===== config.mk =====
export PLATFORM = sky130hd
export DESIGN_NAME = serial_bus_status
export DESIGN_NICKNAME = d
export VERILOG_FILES = /design/src/shared/serial_bus_pkg.sv /design/src/logic/bus_line_monitor.sv /design/src/logic/serial_bus_status.sv
export SDC_FILE = /design/constraint.sdc
export NUM_CORES = 1
export LEC_CHECK = 0
export BUFFER_PORTS_ARGS = -buffer_cell sky130_fd_sc_hd__buf_2
export CAP_MARGIN = 0
export CORE_MARGIN = 2
export CORE_UTILIZATION = 55
export DETAILED_ROUTE_END_ITERATION = 6
export PLACE_DENSITY = 0.8
export RECOVER_POWER = 100
export SYNTH_ARGS = -nofsm -noshare
export SYNTH_HDL_FRONTEND = slang
export SYNTH_SLANG_ARGS = --single-unit

===== constraint.sdc =====
create_clock -name clk -period 2 [get_ports clk]
set_clock_uncertainty 0.15 [all_clocks]
set_input_delay 0 -clock clk [delete_from_list [all_inputs] [get_ports clk]]
set_output_delay 0 -clock clk [all_outputs]
set_load 0.01 [all_outputs]

===== src/shared/serial_bus_pkg.sv =====
// Constants, field layout and carrier types for the serial bus status block
package serial_bus_pkg;

	// Register byte offsets on the Avalon-MM slave
	localparam logic [4:0] OFS_STATUS = 5'h00;
	localparam logic [4:0] OFS_CONTROL = 5'h04;
	localparam logic [4:0] OFS_OWN_ADDR = 5'h08;
	localparam logic [4:0] OFS_TX_HOLD = 5'h0C;
	localparam logic [4:0] OFS_RX_HOLD = 5'h10;
	localparam logic [4:0] OFS_IRQ_STATUS = 5'h14;
	localparam logic [4:0] OFS_IRQ_MASK = 5'h18;

	// Status register field positions
	localparam int ST_ACK_MISSING = 15;
	localparam int ST_TX_ACTIVE = 14;
	localparam int ST_COLLISION = 10;
	localparam int ST_GENERAL_CALL = 9;
	localparam int ST_TEN_BIT = 8;
	localparam int ST_WRITE_COLL = 7;
	localparam int ST_RX_OVERFLOW = 6;
	localparam int ST_DATA_ADDR = 5;
	localparam int ST_STOP_SEEN = 4;
	localparam int ST_START_SEEN = 3;
	localparam int ST_READ_DIR = 2;
	localparam int ST_RX_FULL = 1;
	localparam int ST_TX_FULL = 0;

	// Control register field positions
	localparam int CTL_ON = 0;
	localparam int CTL_TEN_BIT_MODE = 1;
	localparam int CTL_GC_ENABLE = 2;

	// Interrupt status and mask field positions
	localparam int IRQ_ACK_SLOT = 0;
	localparam int IRQ_COLLISION = 1;
	localparam int IRQ_ADDR_MATCH = 2;
	localparam int IRQ_RX_BYTE = 3;
	localparam int IRQ_OVERFLOW = 4;
	localparam int IRQ_WRITE_COLL = 5;
	localparam int IRQ_STOP = 6;
	localparam int IRQ_WIDTH = 7;

	// Byte framing on the link
	localparam logic [3:0] LAST_DATA_BIT = 4'h7;
	localparam logic [3:0] ACK_BIT = 4'h8;
	localparam logic [4:0] TEN_BIT_PREFIX = 5'h1E;
	localparam logic [7:0] GENERAL_CALL_ADDR = 8'h00;

	// Reset values
	localparam logic [31:0] WORD_ZERO = 32'h0000_0000;
	localparam logic [9:0] OWN_ADDR_RESET = 10'h000;

	// Conditions seen on the two synchronised wires
	typedef struct packed {
		logic sclRise;
		logic start;
		logic stop;
		logic sdaLevel;
	} bus_events_t;

	// Slave address phase tracking
	typedef enum logic [2:0] {
		PH_IDLE = 3'b000,
		PH_FIRST = 3'b001,
		PH_SECOND = 3'b010,
		PH_DATA = 3'b011,
		PH_IGNORE = 3'b100
	} addr_phase_t;

endpackage


===== src/logic/bus_line_monitor.sv =====
// Two-flop sampling of the bus wires and start, stop and clock edge detection
module bus_line_monitor (
	// Clock and reset
	input wire logic clk,
	input wire logic rst_n,
	// Raw bus wires
	input wire logic sclIn,
	input wire logic sdaIn,
	// Decoded conditions
	output serial_bus_pkg::bus_events_t events
);

	logic sclMeta_reg;
	logic sdaMeta_reg;
	logic sclSync_reg;
	logic sdaSync_reg;
	logic sclLast_reg;
	logic sdaLast_reg;

	// Synchronisers; wires idle high so reset to one
	always_ff @(posedge clk) begin
		if (!rst_n) begin
			sclMeta_reg <= 1'b1;
			sdaMeta_reg <= 1'b1;
			sclSync_reg <= 1'b1;
			sdaSync_reg <= 1'b1;
		end else begin
			sclMeta_reg <= sclIn;
			sdaMeta_reg <= sdaIn;
			sclSync_reg <= sclMeta_reg;
			sdaSync_reg <= sdaMeta_reg;
		end
	end

	// Delayed copies for edge finding, fed only from the second stage
	always_ff @(posedge clk) begin
		if (!rst_n) begin
			sclLast_reg <= 1'b1;
			sdaLast_reg <= 1'b1;
		end else begin
			sclLast_reg <= sclSync_reg;
			sdaLast_reg <= sdaSync_reg;
		end
	end

	// Data moving while the clock is high marks start or stop
	always_comb begin
		events.sclRise = sclSync_reg & ~sclLast_reg;
		events.start = sclSync_reg & sclLast_reg & sdaLast_reg & ~sdaSync_reg;
		events.stop = sclSync_reg & sclLast_reg & ~sdaLast_reg & sdaSync_reg;
		events.sdaLevel = sdaSync_reg;
	end

endmodule


===== src/logic/serial_bus_status.sv =====
// Status flags, holding registers and Avalon-MM slave of the two-wire bus controller
//
// The placing of the registers and the Avalon-MM interface to the registers were chosen for this implementation.

module serial_bus_status (
	// Clock and reset
	input wire logic clk,
	input wire logic rst_n,
	// Avalon-MM register slave
	input wire logic [4:0] avs_address,
	input wire logic avs_read,
	input wire logic avs_write,
	input wire logic [31:0] avs_writedata,
	output logic [31:0] avs_readdata,
	output logic avs_waitrequest,
	// Interrupt
	output logic irq,
	// Bus wires, sampled
	input wire logic sclIn,
	input wire logic sdaIn,
	// Controller core on the same clock
	input wire logic masterTxStart,
	input wire logic masterActive,
	input wire logic sdaDriveLow,
	input wire logic moduleBusy,
	input wire logic txTake,
	// Towards the controller core
	output logic moduleOn,
	output logic [7:0] txData,
	output logic txFull
);

	serial_bus_pkg::bus_events_t ev;
	serial_bus_pkg::addr_phase_t phase_reg;
	serial_bus_pkg::addr_phase_t phase_next;

	logic ackPending_reg;
	logic accept;
	logic wrAccept;
	logic [31:0] readWord;
	logic [31:0] statusWord;
	logic [3:0] bitCount_reg;
	logic [7:0] shift_reg;
	logic [7:0] byteNow;
	logic byteDone;
	logic ackSlot;
	logic ctlOn_reg;
	logic tenBitMode_reg;
	logic gcEnable_reg;
	logic [9:0] ownAddr_reg;
	logic ackMissing_reg;
	logic txActive_reg;
	logic collision_reg;
	logic generalCall_reg;
	logic tenBitMatch_reg;
	logic writeColl_reg;
	logic rxOverflow_reg;
	logic dataAddr_reg;
	logic startSeen_reg;
	logic stopSeen_reg;
	logic readDir_reg;
	logic [7:0] rxHold_reg;
	logic rxFull_reg;
	logic [7:0] txHold_reg;
	logic txFull_reg;
	logic [serial_bus_pkg::IRQ_WIDTH-1:0] irqStatus_reg;
	logic [serial_bus_pkg::IRQ_WIDTH-1:0] irqMask_reg;
	logic [serial_bus_pkg::IRQ_WIDTH-1:0] irqEvents;
	logic collisionNow;
	logic addrMatch;
	logic gcMatch;
	logic tenMatch;
	logic dataByte;
	logic slaveByte;
	logic txWriteTry;
	logic rxHoldRead;
	logic [31:0] clearMask;

	bus_line_monitor lineMonitor (
		.clk(clk),
		.rst_n(rst_n),
		.sclIn(sclIn),
		.sdaIn(sdaIn),
		.events(ev)
	);

	// Register access helper: true when an accepted write hits the offset
	function automatic logic hitWrite(input logic [4:0] ofs);
		hitWrite = wrAccept && (avs_address == ofs);
	endfunction

	// One wait state per access so read data can come from a flop
	always_ff @(posedge clk) begin
		if (!rst_n) begin
			ackPending_reg <= 1'b0;
		end else begin
			ackPending_reg <= (avs_read | avs_write) & ~ackPending_reg;
		end
	end

	assign avs_waitrequest = (avs_read | avs_write) & ~ackPending_reg;
	assign accept = (avs_read | avs_write) & ackPending_reg;
	assign wrAccept = accept & avs_write;
	assign rxHoldRead = accept & avs_read & (avs_address == serial_bus_pkg::OFS_RX_HOLD);
	assign txWriteTry = hitWrite(serial_bus_pkg::OFS_TX_HOLD);
	assign clearMask = hitWrite(serial_bus_pkg::OFS_STATUS) ? avs_writedata : serial_bus_pkg::WORD_ZERO;

	// Status word; every bit not assigned stays zero
	always_comb begin
		statusWord = serial_bus_pkg::WORD_ZERO;
		statusWord[serial_bus_pkg::ST_ACK_MISSING] = ackMissing_reg;
		statusWord[serial_bus_pkg::ST_TX_ACTIVE] = txActive_reg;
		statusWord[serial_bus_pkg::ST_COLLISION] = collision_reg;
		statusWord[serial_bus_pkg::ST_GENERAL_CALL] = generalCall_reg;
		statusWord[serial_bus_pkg::ST_TEN_BIT] = tenBitMatch_reg;
		statusWord[serial_bus_pkg::ST_WRITE_COLL] = writeColl_reg;
		statusWord[serial_bus_pkg::ST_RX_OVERFLOW] = rxOverflow_reg;
		statusWord[serial_bus_pkg::ST_DATA_ADDR] = dataAddr_reg;
		statusWord[serial_bus_pkg::ST_STOP_SEEN] = stopSeen_reg;
		statusWord[serial_bus_pkg::ST_START_SEEN] = startSeen_reg;
		statusWord[serial_bus_pkg::ST_READ_DIR] = readDir_reg;
		statusWord[serial_bus_pkg::ST_RX_FULL] = rxFull_reg;
		statusWord[serial_bus_pkg::ST_TX_FULL] = txFull_reg;
	end

	// Read multiplexer; unmapped offsets read as zero
	always_comb begin
		readWord = serial_bus_pkg::WORD_ZERO;
		unique case (avs_address)
			serial_bus_pkg::OFS_STATUS: readWord = statusWord;
			serial_bus_pkg::OFS_CONTROL: begin
				readWord[serial_bus_pkg::CTL_ON] = ctlOn_reg;
				readWord[serial_bus_pkg::CTL_TEN_BIT_MODE] = tenBitMode_reg;
				readWord[serial_bus_pkg::CTL_GC_ENABLE] = gcEnable_reg;
			end
			serial_bus_pkg::OFS_OWN_ADDR: readWord[9:0] = ownAddr_reg;
			serial_bus_pkg::OFS_TX_HOLD: readWord[7:0] = txHold_reg;
			serial_bus_pkg::OFS_RX_HOLD: readWord[7:0] = rxHold_reg;
			serial_bus_pkg::OFS_IRQ_STATUS: readWord[serial_bus_pkg::IRQ_WIDTH-1:0] = irqStatus_reg;
			serial_bus_pkg::OFS_IRQ_MASK: readWord[serial_bus_pkg::IRQ_WIDTH-1:0] = irqMask_reg;
			default: readWord = serial_bus_pkg::WORD_ZERO;
		endcase
	end

	// Read data captured in the wait-state cycle, held for the accepting edge
	always_ff @(posedge clk) begin
		if (!rst_n) begin
			avs_readdata <= serial_bus_pkg::WORD_ZERO;
		end else if (avs_read && !ackPending_reg) begin
			avs_readdata <= readWord;
		end
	end

	// Control and own address registers
	always_ff @(posedge clk) begin
		if (!rst_n) begin
			ctlOn_reg <= 1'b0;
			tenBitMode_reg <= 1'b0;
			gcEnable_reg <= 1'b0;
			ownAddr_reg <= serial_bus_pkg::OWN_ADDR_RESET;
		end else begin
			if (hitWrite(serial_bus_pkg::OFS_CONTROL)) begin
				ctlOn_reg <= avs_writedata[serial_bus_pkg::CTL_ON];
				tenBitMode_reg <= avs_writedata[serial_bus_pkg::CTL_TEN_BIT_MODE];
				gcEnable_reg <= avs_writedata[serial_bus_pkg::CTL_GC_ENABLE];
			end
			if (hitWrite(serial_bus_pkg::OFS_OWN_ADDR)) begin
				ownAddr_reg <= avs_writedata[9:0];
			end
		end
	end

	assign moduleOn = ctlOn_reg;

	// Bit counter, restarted by each start condition, and shifter
	always_ff @(posedge clk) begin
		if (!rst_n || !ctlOn_reg) begin
			bitCount_reg <= 4'h0;
			shift_reg <= 8'h00;
		end else if (ev.start) begin
			bitCount_reg <= 4'h0;
		end else if (ev.sclRise) begin
			shift_reg <= {shift_reg[6:0], ev.sdaLevel};
			bitCount_reg <= (bitCount_reg == serial_bus_pkg::ACK_BIT) ? 4'h0 : bitCount_reg + 4'h1;
		end
	end

	assign byteNow = {shift_reg[6:0], ev.sdaLevel};
	assign byteDone = ev.sclRise & (bitCount_reg == serial_bus_pkg::LAST_DATA_BIT);
	assign ackSlot = ev.sclRise & (bitCount_reg == serial_bus_pkg::ACK_BIT);
	assign slaveByte = byteDone & ~masterActive;

	// Address decoding on completed slave bytes
	always_comb begin
		phase_next = phase_reg;
		addrMatch = 1'b0;
		gcMatch = 1'b0;
		tenMatch = 1'b0;
		dataByte = 1'b0;
		unique case (phase_reg)
			serial_bus_pkg::PH_IDLE: begin
			end
			serial_bus_pkg::PH_FIRST: begin
				if (slaveByte) begin
					if (gcEnable_reg && byteNow == serial_bus_pkg::GENERAL_CALL_ADDR) begin
						gcMatch = 1'b1;
						addrMatch = 1'b1;
						phase_next = serial_bus_pkg::PH_DATA;
					end else if (tenBitMode_reg && byteNow[7:3] == serial_bus_pkg::TEN_BIT_PREFIX
							&& byteNow[2:1] == ownAddr_reg[9:8]) begin
						phase_next = serial_bus_pkg::PH_SECOND;
					end else if (!tenBitMode_reg && byteNow[7:1] == ownAddr_reg[6:0]) begin
						addrMatch = 1'b1;
						phase_next = serial_bus_pkg::PH_DATA;
					end else begin
						phase_next = serial_bus_pkg::PH_IGNORE;
					end
				end
			end
			serial_bus_pkg::PH_SECOND: begin
				if (slaveByte) begin
					if (byteNow == ownAddr_reg[7:0]) begin
						tenMatch = 1'b1;
						addrMatch = 1'b1;
						phase_next = serial_bus_pkg::PH_DATA;
					end else begin
						phase_next = serial_bus_pkg::PH_IGNORE;
					end
				end
			end
			serial_bus_pkg::PH_DATA: dataByte = slaveByte;
			serial_bus_pkg::PH_IGNORE: begin
			end
			default: phase_next = serial_bus_pkg::PH_IDLE;
		endcase
		if (ev.start) begin
			phase_next = serial_bus_pkg::PH_FIRST;
		end else if (ev.stop) begin
			phase_next = serial_bus_pkg::PH_IDLE;
		end
	end

	always_ff @(posedge clk) begin
		if (!rst_n || !ctlOn_reg) begin
			phase_reg <= serial_bus_pkg::PH_IDLE;
		end else begin
			phase_reg <= phase_next;
		end
	end

	// Master transmit progress and acknowledge result
	always_ff @(posedge clk) begin
		if (!rst_n) begin
			txActive_reg <= 1'b0;
			ackMissing_reg <= 1'b0;
		end else if (masterTxStart) begin
			txActive_reg <= 1'b1;
		end else if (txActive_reg && ackSlot) begin
			ackMissing_reg <= ev.sdaLevel;
			txActive_reg <= 1'b0;
		end
	end

	// Released line read back low during our own data bits means we lost
	assign collisionNow = masterActive & ev.sclRise & ~sdaDriveLow & ~ev.sdaLevel
		& (bitCount_reg != serial_bus_pkg::ACK_BIT);

	// Collision flag: only the module being off clears it, not a status write
	always_ff @(posedge clk) begin
		if (!rst_n || !ctlOn_reg) begin
			collision_reg <= 1'b0;
		end else if (collisionNow) begin
			collision_reg <= 1'b1;
		end
	end

	// Address kind flags set on the match, data flag cleared by a match and set by a data byte; general call and ten-bit dropped by stop
	always_ff @(posedge clk) begin
		if (!rst_n) begin
			generalCall_reg <= 1'b0;
			tenBitMatch_reg <= 1'b0;
			dataAddr_reg <= 1'b0;
			readDir_reg <= 1'b0;
		end else begin
			if (gcMatch) begin
				generalCall_reg <= 1'b1;
			end else if (ev.stop) begin
				generalCall_reg <= 1'b0;
			end
			if (tenMatch) begin
				tenBitMatch_reg <= 1'b1;
			end else if (ev.stop) begin
				tenBitMatch_reg <= 1'b0;
			end
			if (addrMatch) begin
				dataAddr_reg <= 1'b0;
			end else if (dataByte) begin
				dataAddr_reg <= 1'b1;
			end
			if (slaveByte && phase_reg == serial_bus_pkg::PH_FIRST) begin
				readDir_reg <= byteNow[0];
			end
		end
	end

	// Start and stop indications, each cancelling the other
	always_ff @(posedge clk) begin
		if (!rst_n) begin
			startSeen_reg <= 1'b0;
			stopSeen_reg <= 1'b0;
		end else if (ev.start) begin
			startSeen_reg <= 1'b1;
			stopSeen_reg <= 1'b0;
		end else if (ev.stop) begin
			startSeen_reg <= 1'b0;
			stopSeen_reg <= 1'b1;
		end
	end

	// Receive holding register; an unread byte is kept and the new one lost
	always_ff @(posedge clk) begin
		if (!rst_n) begin
			rxHold_reg <= 8'h00;
			rxFull_reg <= 1'b0;
			rxOverflow_reg <= 1'b0;
		end else begin
			if (dataByte && rxFull_reg) begin
				rxOverflow_reg <= 1'b1;
			end else if (clearMask[serial_bus_pkg::ST_RX_OVERFLOW]) begin
				rxOverflow_reg <= 1'b0;
			end
			if (dataByte && !rxFull_reg) begin
				rxHold_reg <= byteNow;
				rxFull_reg <= 1'b1;
			end else if (rxHoldRead) begin
				rxFull_reg <= 1'b0;
			end
		end
	end

	// Transmit holding register; a write while busy is dropped and flagged
	always_ff @(posedge clk) begin
		if (!rst_n) begin
			txHold_reg <= 8'h00;
			txFull_reg <= 1'b0;
			writeColl_reg <= 1'b0;
		end else begin
			if (txWriteTry && moduleBusy) begin
				writeColl_reg <= 1'b1;
			end else if (clearMask[serial_bus_pkg::ST_WRITE_COLL]) begin
				writeColl_reg <= 1'b0;
			end
			if (txWriteTry && !moduleBusy) begin
				txHold_reg <= avs_writedata[7:0];
				txFull_reg <= 1'b1;
			end else if (txTake) begin
				txFull_reg <= 1'b0;
			end
		end
	end

	assign txData = txHold_reg;
	assign txFull = txFull_reg;

	// Event sources for the interrupt status
	always_comb begin
		irqEvents = '0;
		irqEvents[serial_bus_pkg::IRQ_ACK_SLOT] = txActive_reg & ackSlot;
		irqEvents[serial_bus_pkg::IRQ_COLLISION] = collisionNow;
		irqEvents[serial_bus_pkg::IRQ_ADDR_MATCH] = addrMatch;
		irqEvents[serial_bus_pkg::IRQ_RX_BYTE] = dataByte & ~rxFull_reg;
		irqEvents[serial_bus_pkg::IRQ_OVERFLOW] = dataByte & rxFull_reg;
		irqEvents[serial_bus_pkg::IRQ_WRITE_COLL] = txWriteTry & moduleBusy;
		irqEvents[serial_bus_pkg::IRQ_STOP] = ev.stop & ctlOn_reg;
	end

	// Sticky interrupt bits, write one to clear; a new event beats the clear
	always_ff @(posedge clk) begin
		if (!rst_n) begin
			irqStatus_reg <= '0;
			irqMask_reg <= '0;
		end else begin
			if (hitWrite(serial_bus_pkg::OFS_IRQ_STATUS)) begin
				irqStatus_reg <= (irqStatus_reg & ~avs_writedata[serial_bus_pkg::IRQ_WIDTH-1:0])
					| irqEvents;
			end else begin
				irqStatus_reg <= irqStatus_reg | irqEvents;
			end
			if (hitWrite(serial_bus_pkg::OFS_IRQ_MASK)) begin
				irqMask_reg <= avs_writedata[serial_bus_pkg::IRQ_WIDTH-1:0];
			end
		end
	end

	assign irq = |(irqStatus_reg & irqMask_reg);

endmodule


==> run_results.csv <==
group,metric,value,unit
run_status,run_status,"complete, no violations",
logic_synthesis,synthArstFlopShare,0,%
sta,timing.setup.tns,0,ns
cts,clk-insertion-delay-late,0.36,ns
power,report.power.total,3.35,mW
setup_path,cp-start-kind,"register",
floorplanning,dieWidth,94.2,um
logic_synthesis,number_of_flops_mapped_to_enable_cells_by_yosys,0,
floorplanning,core_area,7810,sq um
floorplanning,die_area,8870,sq um
sta,layout_worst_path_cycle_share,95.1,%
sta,rsz0062_at_grt,"false",
place,place_congestion,0.964,
power,power_density,651,nW/um^2
job,drv_cap,0,
floorplanning,num_io_pins,92,
floorplanning,initial_core_util,57.3,%
setup_path,critical_path_depth,5,
cts,post_cts_buffers,0,
place,dpl_cell_area,4760,sq um
setup_path,crit_fanout,7,
sta,setup_viol,0,
setup_path,crit_path_max_incr_delay,0.49,ns
setup_path,crit_path_end_kind,"register",
cells_and_area,final_design_area_no_fill,5150,sq um
routing,postRouteWirelength,11200,um
logic_synthesis,synthesis.yosys.warnings,0,
sta,slew_violations,0,
logic_synthesis,synth_seq_cells,90,
setup_path,critical_path.top_delay_family,"simple AND/OR/NAND/NOR gates",
cells_and_area,nNetsFinal,616,
setup_path,critical_path.slowest_cell,"sky130_fd_sc_hd__dfxtp_1",
cts,tritoncts,"yes",
logic_synthesis,yosysSeqAreaShare,40.3,%
sta,timing.fmax,0.526,GHz
grt,number_of_global_route_vias_before_repair,3726,
setup_path,worstPathBufferInverterCount,0,
cells_and_area,layout-drive-gt1-share,13.8,%
cells_and_area,num_antenna_cells,0,
setup_path,timing.reg2reg.setup_slack,0.1,ns
cts,cts_inserted_buffers,9,
logic_synthesis,post_synth.cell_area_avg,9.02,sq um
grt,grt.overflow.total,0,
hold_path,worst_hold_path.endpoint,"avs_readdata[1]",
place,place.port_buffers,50,
logic_synthesis,mapped_cells,496,
routing,first_iter_violations,356,
setup_path,r2r-end,"phase_reg[0]",
cells_and_area,filler_cell_count,655,
setup_path,required_time_worst_endpoint,2.12,ns
sta,tightestPinTransition,0.569,ns
power,static_leak,1.96,nW
cts,ctsHtreeMaxLevel,3,
routing,first_pass_iters,5,
cells_and_area,largest_reg_flops,13,
grt,grt_start_max_net_pins,30,
setup_path,rr_startpoint,"shift_reg[3]",
grt,grt_antenna_before_repair,0,
hold_path,min_path_type,"in -> reg",
sta,slew-limit-headroom,62.1,%
cts,root_buffer,"sky130_fd_sc_hd__clkbuf_8",
place,place_hpwl,8080,um
setup_path,crit_arrival,2.02,ns
power,worst_ir_drop_vdd,0.000287,V
routing,avgRoutedWirePerCell,16.7,um
sta,period_minus_slack,1.90,ns
routing,ant_nets,0,
cts,cts_sinks,90,
logic_synthesis,ys.flop_type,"sky130_fd_sc_hd__dfxtp_1",
logic_synthesis,synthesis.area,4480,sq um
sta,final_hold_viol_count,0,
floorplanning,std_cell_rows,32,
routing,dr_total_vias,3799,
setup_path,critical_path_class,"reg -> reg",
setup_path,crit_chain,"xor2_1 -> nor4_2 -> nand3_1 -> a21boi_1 -> a2111oi_2",
routing,drt-vias-per-instance,5.64,
setup_path,worst_r2r_path_depth,5,
hold_path,timing.hold.worst.start,"avs_address[4]",
cells_and_area,flow.area_growth_from_synthesis,15.0,%
cts,clk_path_buf_depth,2,
floorplanning,die-height,94.2,um
routing,drt_drc_violations_left,0,
hold_path,worst_hold_path.num_cells,3,
logic_synthesis,synth_cell_types,60,
cts,clock_pin_slew_of_the_registers_on_the_worst_case_setup_and_hold_paths,0.09,ns
grt,grt_use_total,26.6,%
grt,grt_pass1_wl,18200,um
==> logic make-up after synthesis <==
family                     count (synthesis)  synth area share, %
DFF                                       90                 40.3
AOI/OAI and AO/OA                         96                 14.7
adders and majority gates                  2                0.559
buffers and inverters                     65                 8.27
and+or+nand+nor                          177                 22.0
xor gates and xnor gates                  22                 4.31
muxes                                     43                 9.81
other                                      1               0.0838
==> worst max-delay path by stage <==
stage	to	slack [ns]	start
6_report	phase_reg[0]	0.1	shift_reg[3]
5_1_grt	phase_reg[0]	0.0008	phase_reg[1]
4_1_cts	phase_reg[0]	0.11	shift_reg[3]
3_5_place_dp	phase_reg[0]	0.13	phase_reg[1]
3_3_place_gp	phase_reg[0]	0.18	phase_reg[1]
2_1_floorplan	phase_reg[0]	0.26	lineMonitor.sclSync_reg
==> power by group <==
| group | leakage, nW | internal, mW | switching [mW] |
|---|---|---|---|
| combinational | 1.14 | 0.109 | 0.141 |
| sequential | 0.728 | 1.81 | 0.0123 |
| clock | 0.0962 | 0.619 | 0.661 |
| total | 1.96 | 2.53 | 0.815 |
==> timing repair <==
action	CTS	global route
setup endpoints to repair	0	2
hold buffers	24	0
resized for setup	0	4
hold endpoints to repair	59	0
==> synth_stat cells (3+ instances only) <==
cell type	count	area [sq um]
sky130_fd_sc_hd__mux2_2	7	78.8
sky130_fd_sc_hd__o21ai_0	18	90.1
sky130_fd_sc_hd__and2_1	4	25.0
sky130_fd_sc_hd__buf_6	3	33.8
sky130_fd_sc_hd__buf_2	13	65.1
sky130_fd_sc_hd__buf_4	23	173
sky130_fd_sc_hd__clkbuf_1	16	60.1
sky130_fd_sc_hd__nand2b_1	8	50.1
sky130_fd_sc_hd__a22oi_1	7	52.6
sky130_fd_sc_hd__mux2i_1	36	360
sky130_fd_sc_hd__nor4_1	6	37.5
sky130_fd_sc_hd__xor2_1	20	175
sky130_fd_sc_hd__dfxtp_1	90	1800
sky130_fd_sc_hd__nand3_1	12	60.1
sky130_fd_sc_hd__nor2_1	17	63.8
sky130_fd_sc_hd__o22ai_1	4	25.0
sky130_fd_sc_hd__nor2b_1	38	238
sky130_fd_sc_hd__nor4_2	3	37.5
sky130_fd_sc_hd__nand4b_1	3	26.3
sky130_fd_sc_hd__nor3_1	4	20.0
sky130_fd_sc_hd__a21oi_1	20	100
sky130_fd_sc_hd__nand2_1	56	210
sky130_fd_sc_hd__inv_1	8	30.0
sky130_fd_sc_hd__nand4_1	6	37.5
sky130_fd_sc_hd__a32o_1	3	30.0
sky130_fd_sc_hd__a222oi_1	4	40.0
sky130_fd_sc_hd__a21boi_0	22	165
sky130_fd_sc_hd__a221oi_1	4	35.0
sky130_fd_sc_hd__nor3b_1	3	22.5
==> metrics by stage <==
stage | cells | setup slack [ns] | hold WS [ns] | util (%)
after floorplan | 514 | 0.260 | -0.0485 | -
after global placement | 633 | 0.180 | 0.0299 | 61.0
after detailed placement | 633 | 0.133 | 0.0337 | 61.0
after CTS | 673 | 0.108 | 0.00594 | 66.7
after global routing | 673 | 0.000846 | 0.0304 | 65.9
final | 673 | 0.0976 | 0.0270 | 65.9
==> metal layers <==
layer / share of wire [%] / vias to the layer above / GRT usage, % / wire (um)
met1: 43 / 1778 / 32.4 / 4790
met3: 5.3 / 38 / 3.77 / 589
met4: 3.8 / 0 / 14.4 / 430
li1: - / 1838 / - / -
met5: 0 / - / 0 / 0
met2: 48 / 145 / 45.1 / 5410
==> cell usage in the layout (no fill, tap or decap), types with 3 or more instances in the layout <==
cell type                        n
sky130_fd_sc_hd__a21boi_0       22
sky130_fd_sc_hd__a21oi_1        20
sky130_fd_sc_hd__a221oi_1        4
sky130_fd_sc_hd__a222oi_1        4
sky130_fd_sc_hd__a22oi_1         7
sky130_fd_sc_hd__a32o_1          3
sky130_fd_sc_hd__and2_0          3
sky130_fd_sc_hd__buf_2          25
sky130_fd_sc_hd__buf_4          17
sky130_fd_sc_hd__clkbuf_1       30
sky130_fd_sc_hd__clkbuf_8       10
sky130_fd_sc_hd__conb_1         19
sky130_fd_sc_hd__dfxtp_1        88
sky130_fd_sc_hd__dlygate4sd3_1  24
sky130_fd_sc_hd__inv_1           8
sky130_fd_sc_hd__mux2_2          7
sky130_fd_sc_hd__mux2i_1        36
sky130_fd_sc_hd__nand2_1        56
sky130_fd_sc_hd__nand2b_1        8
sky130_fd_sc_hd__nand3_1        12
sky130_fd_sc_hd__nand4_1         6
sky130_fd_sc_hd__nand4b_1        3
sky130_fd_sc_hd__nor2_1         17
sky130_fd_sc_hd__nor2b_1        37
sky130_fd_sc_hd__nor3_1          4
sky130_fd_sc_hd__nor3b_1         3
sky130_fd_sc_hd__nor4_1          7
sky130_fd_sc_hd__o21ai_0        18
sky130_fd_sc_hd__o22ai_1         4
sky130_fd_sc_hd__xor2_1         20
==> tightest hold or removal path: cells and delay by family <==
family | cells | cell delay (ns)
AOI/OAI and AO/OA | 2 | 0.38
buffers and inverters | 1 | 0.12
==> final cells by class <==
| class | instances | area, sq um | area share (%) |
|---|---|---|---|
| multi-input combinational | 359 | 2360 | 45.8 |
| inverter | 8 | 30.0 | 0.583 |
| tap | 102 | 128 | 2.48 |
| clock inverter | 5 | 62.6 | 1.22 |
| timing repair buffer | 98 | 623 | 12.1 |
| sequential | 90 | 1800 | 35.1 |
| clock buffer | 11 | 141 | 2.75 |
No activity file was read; power rests on OpenSTA's default activity.
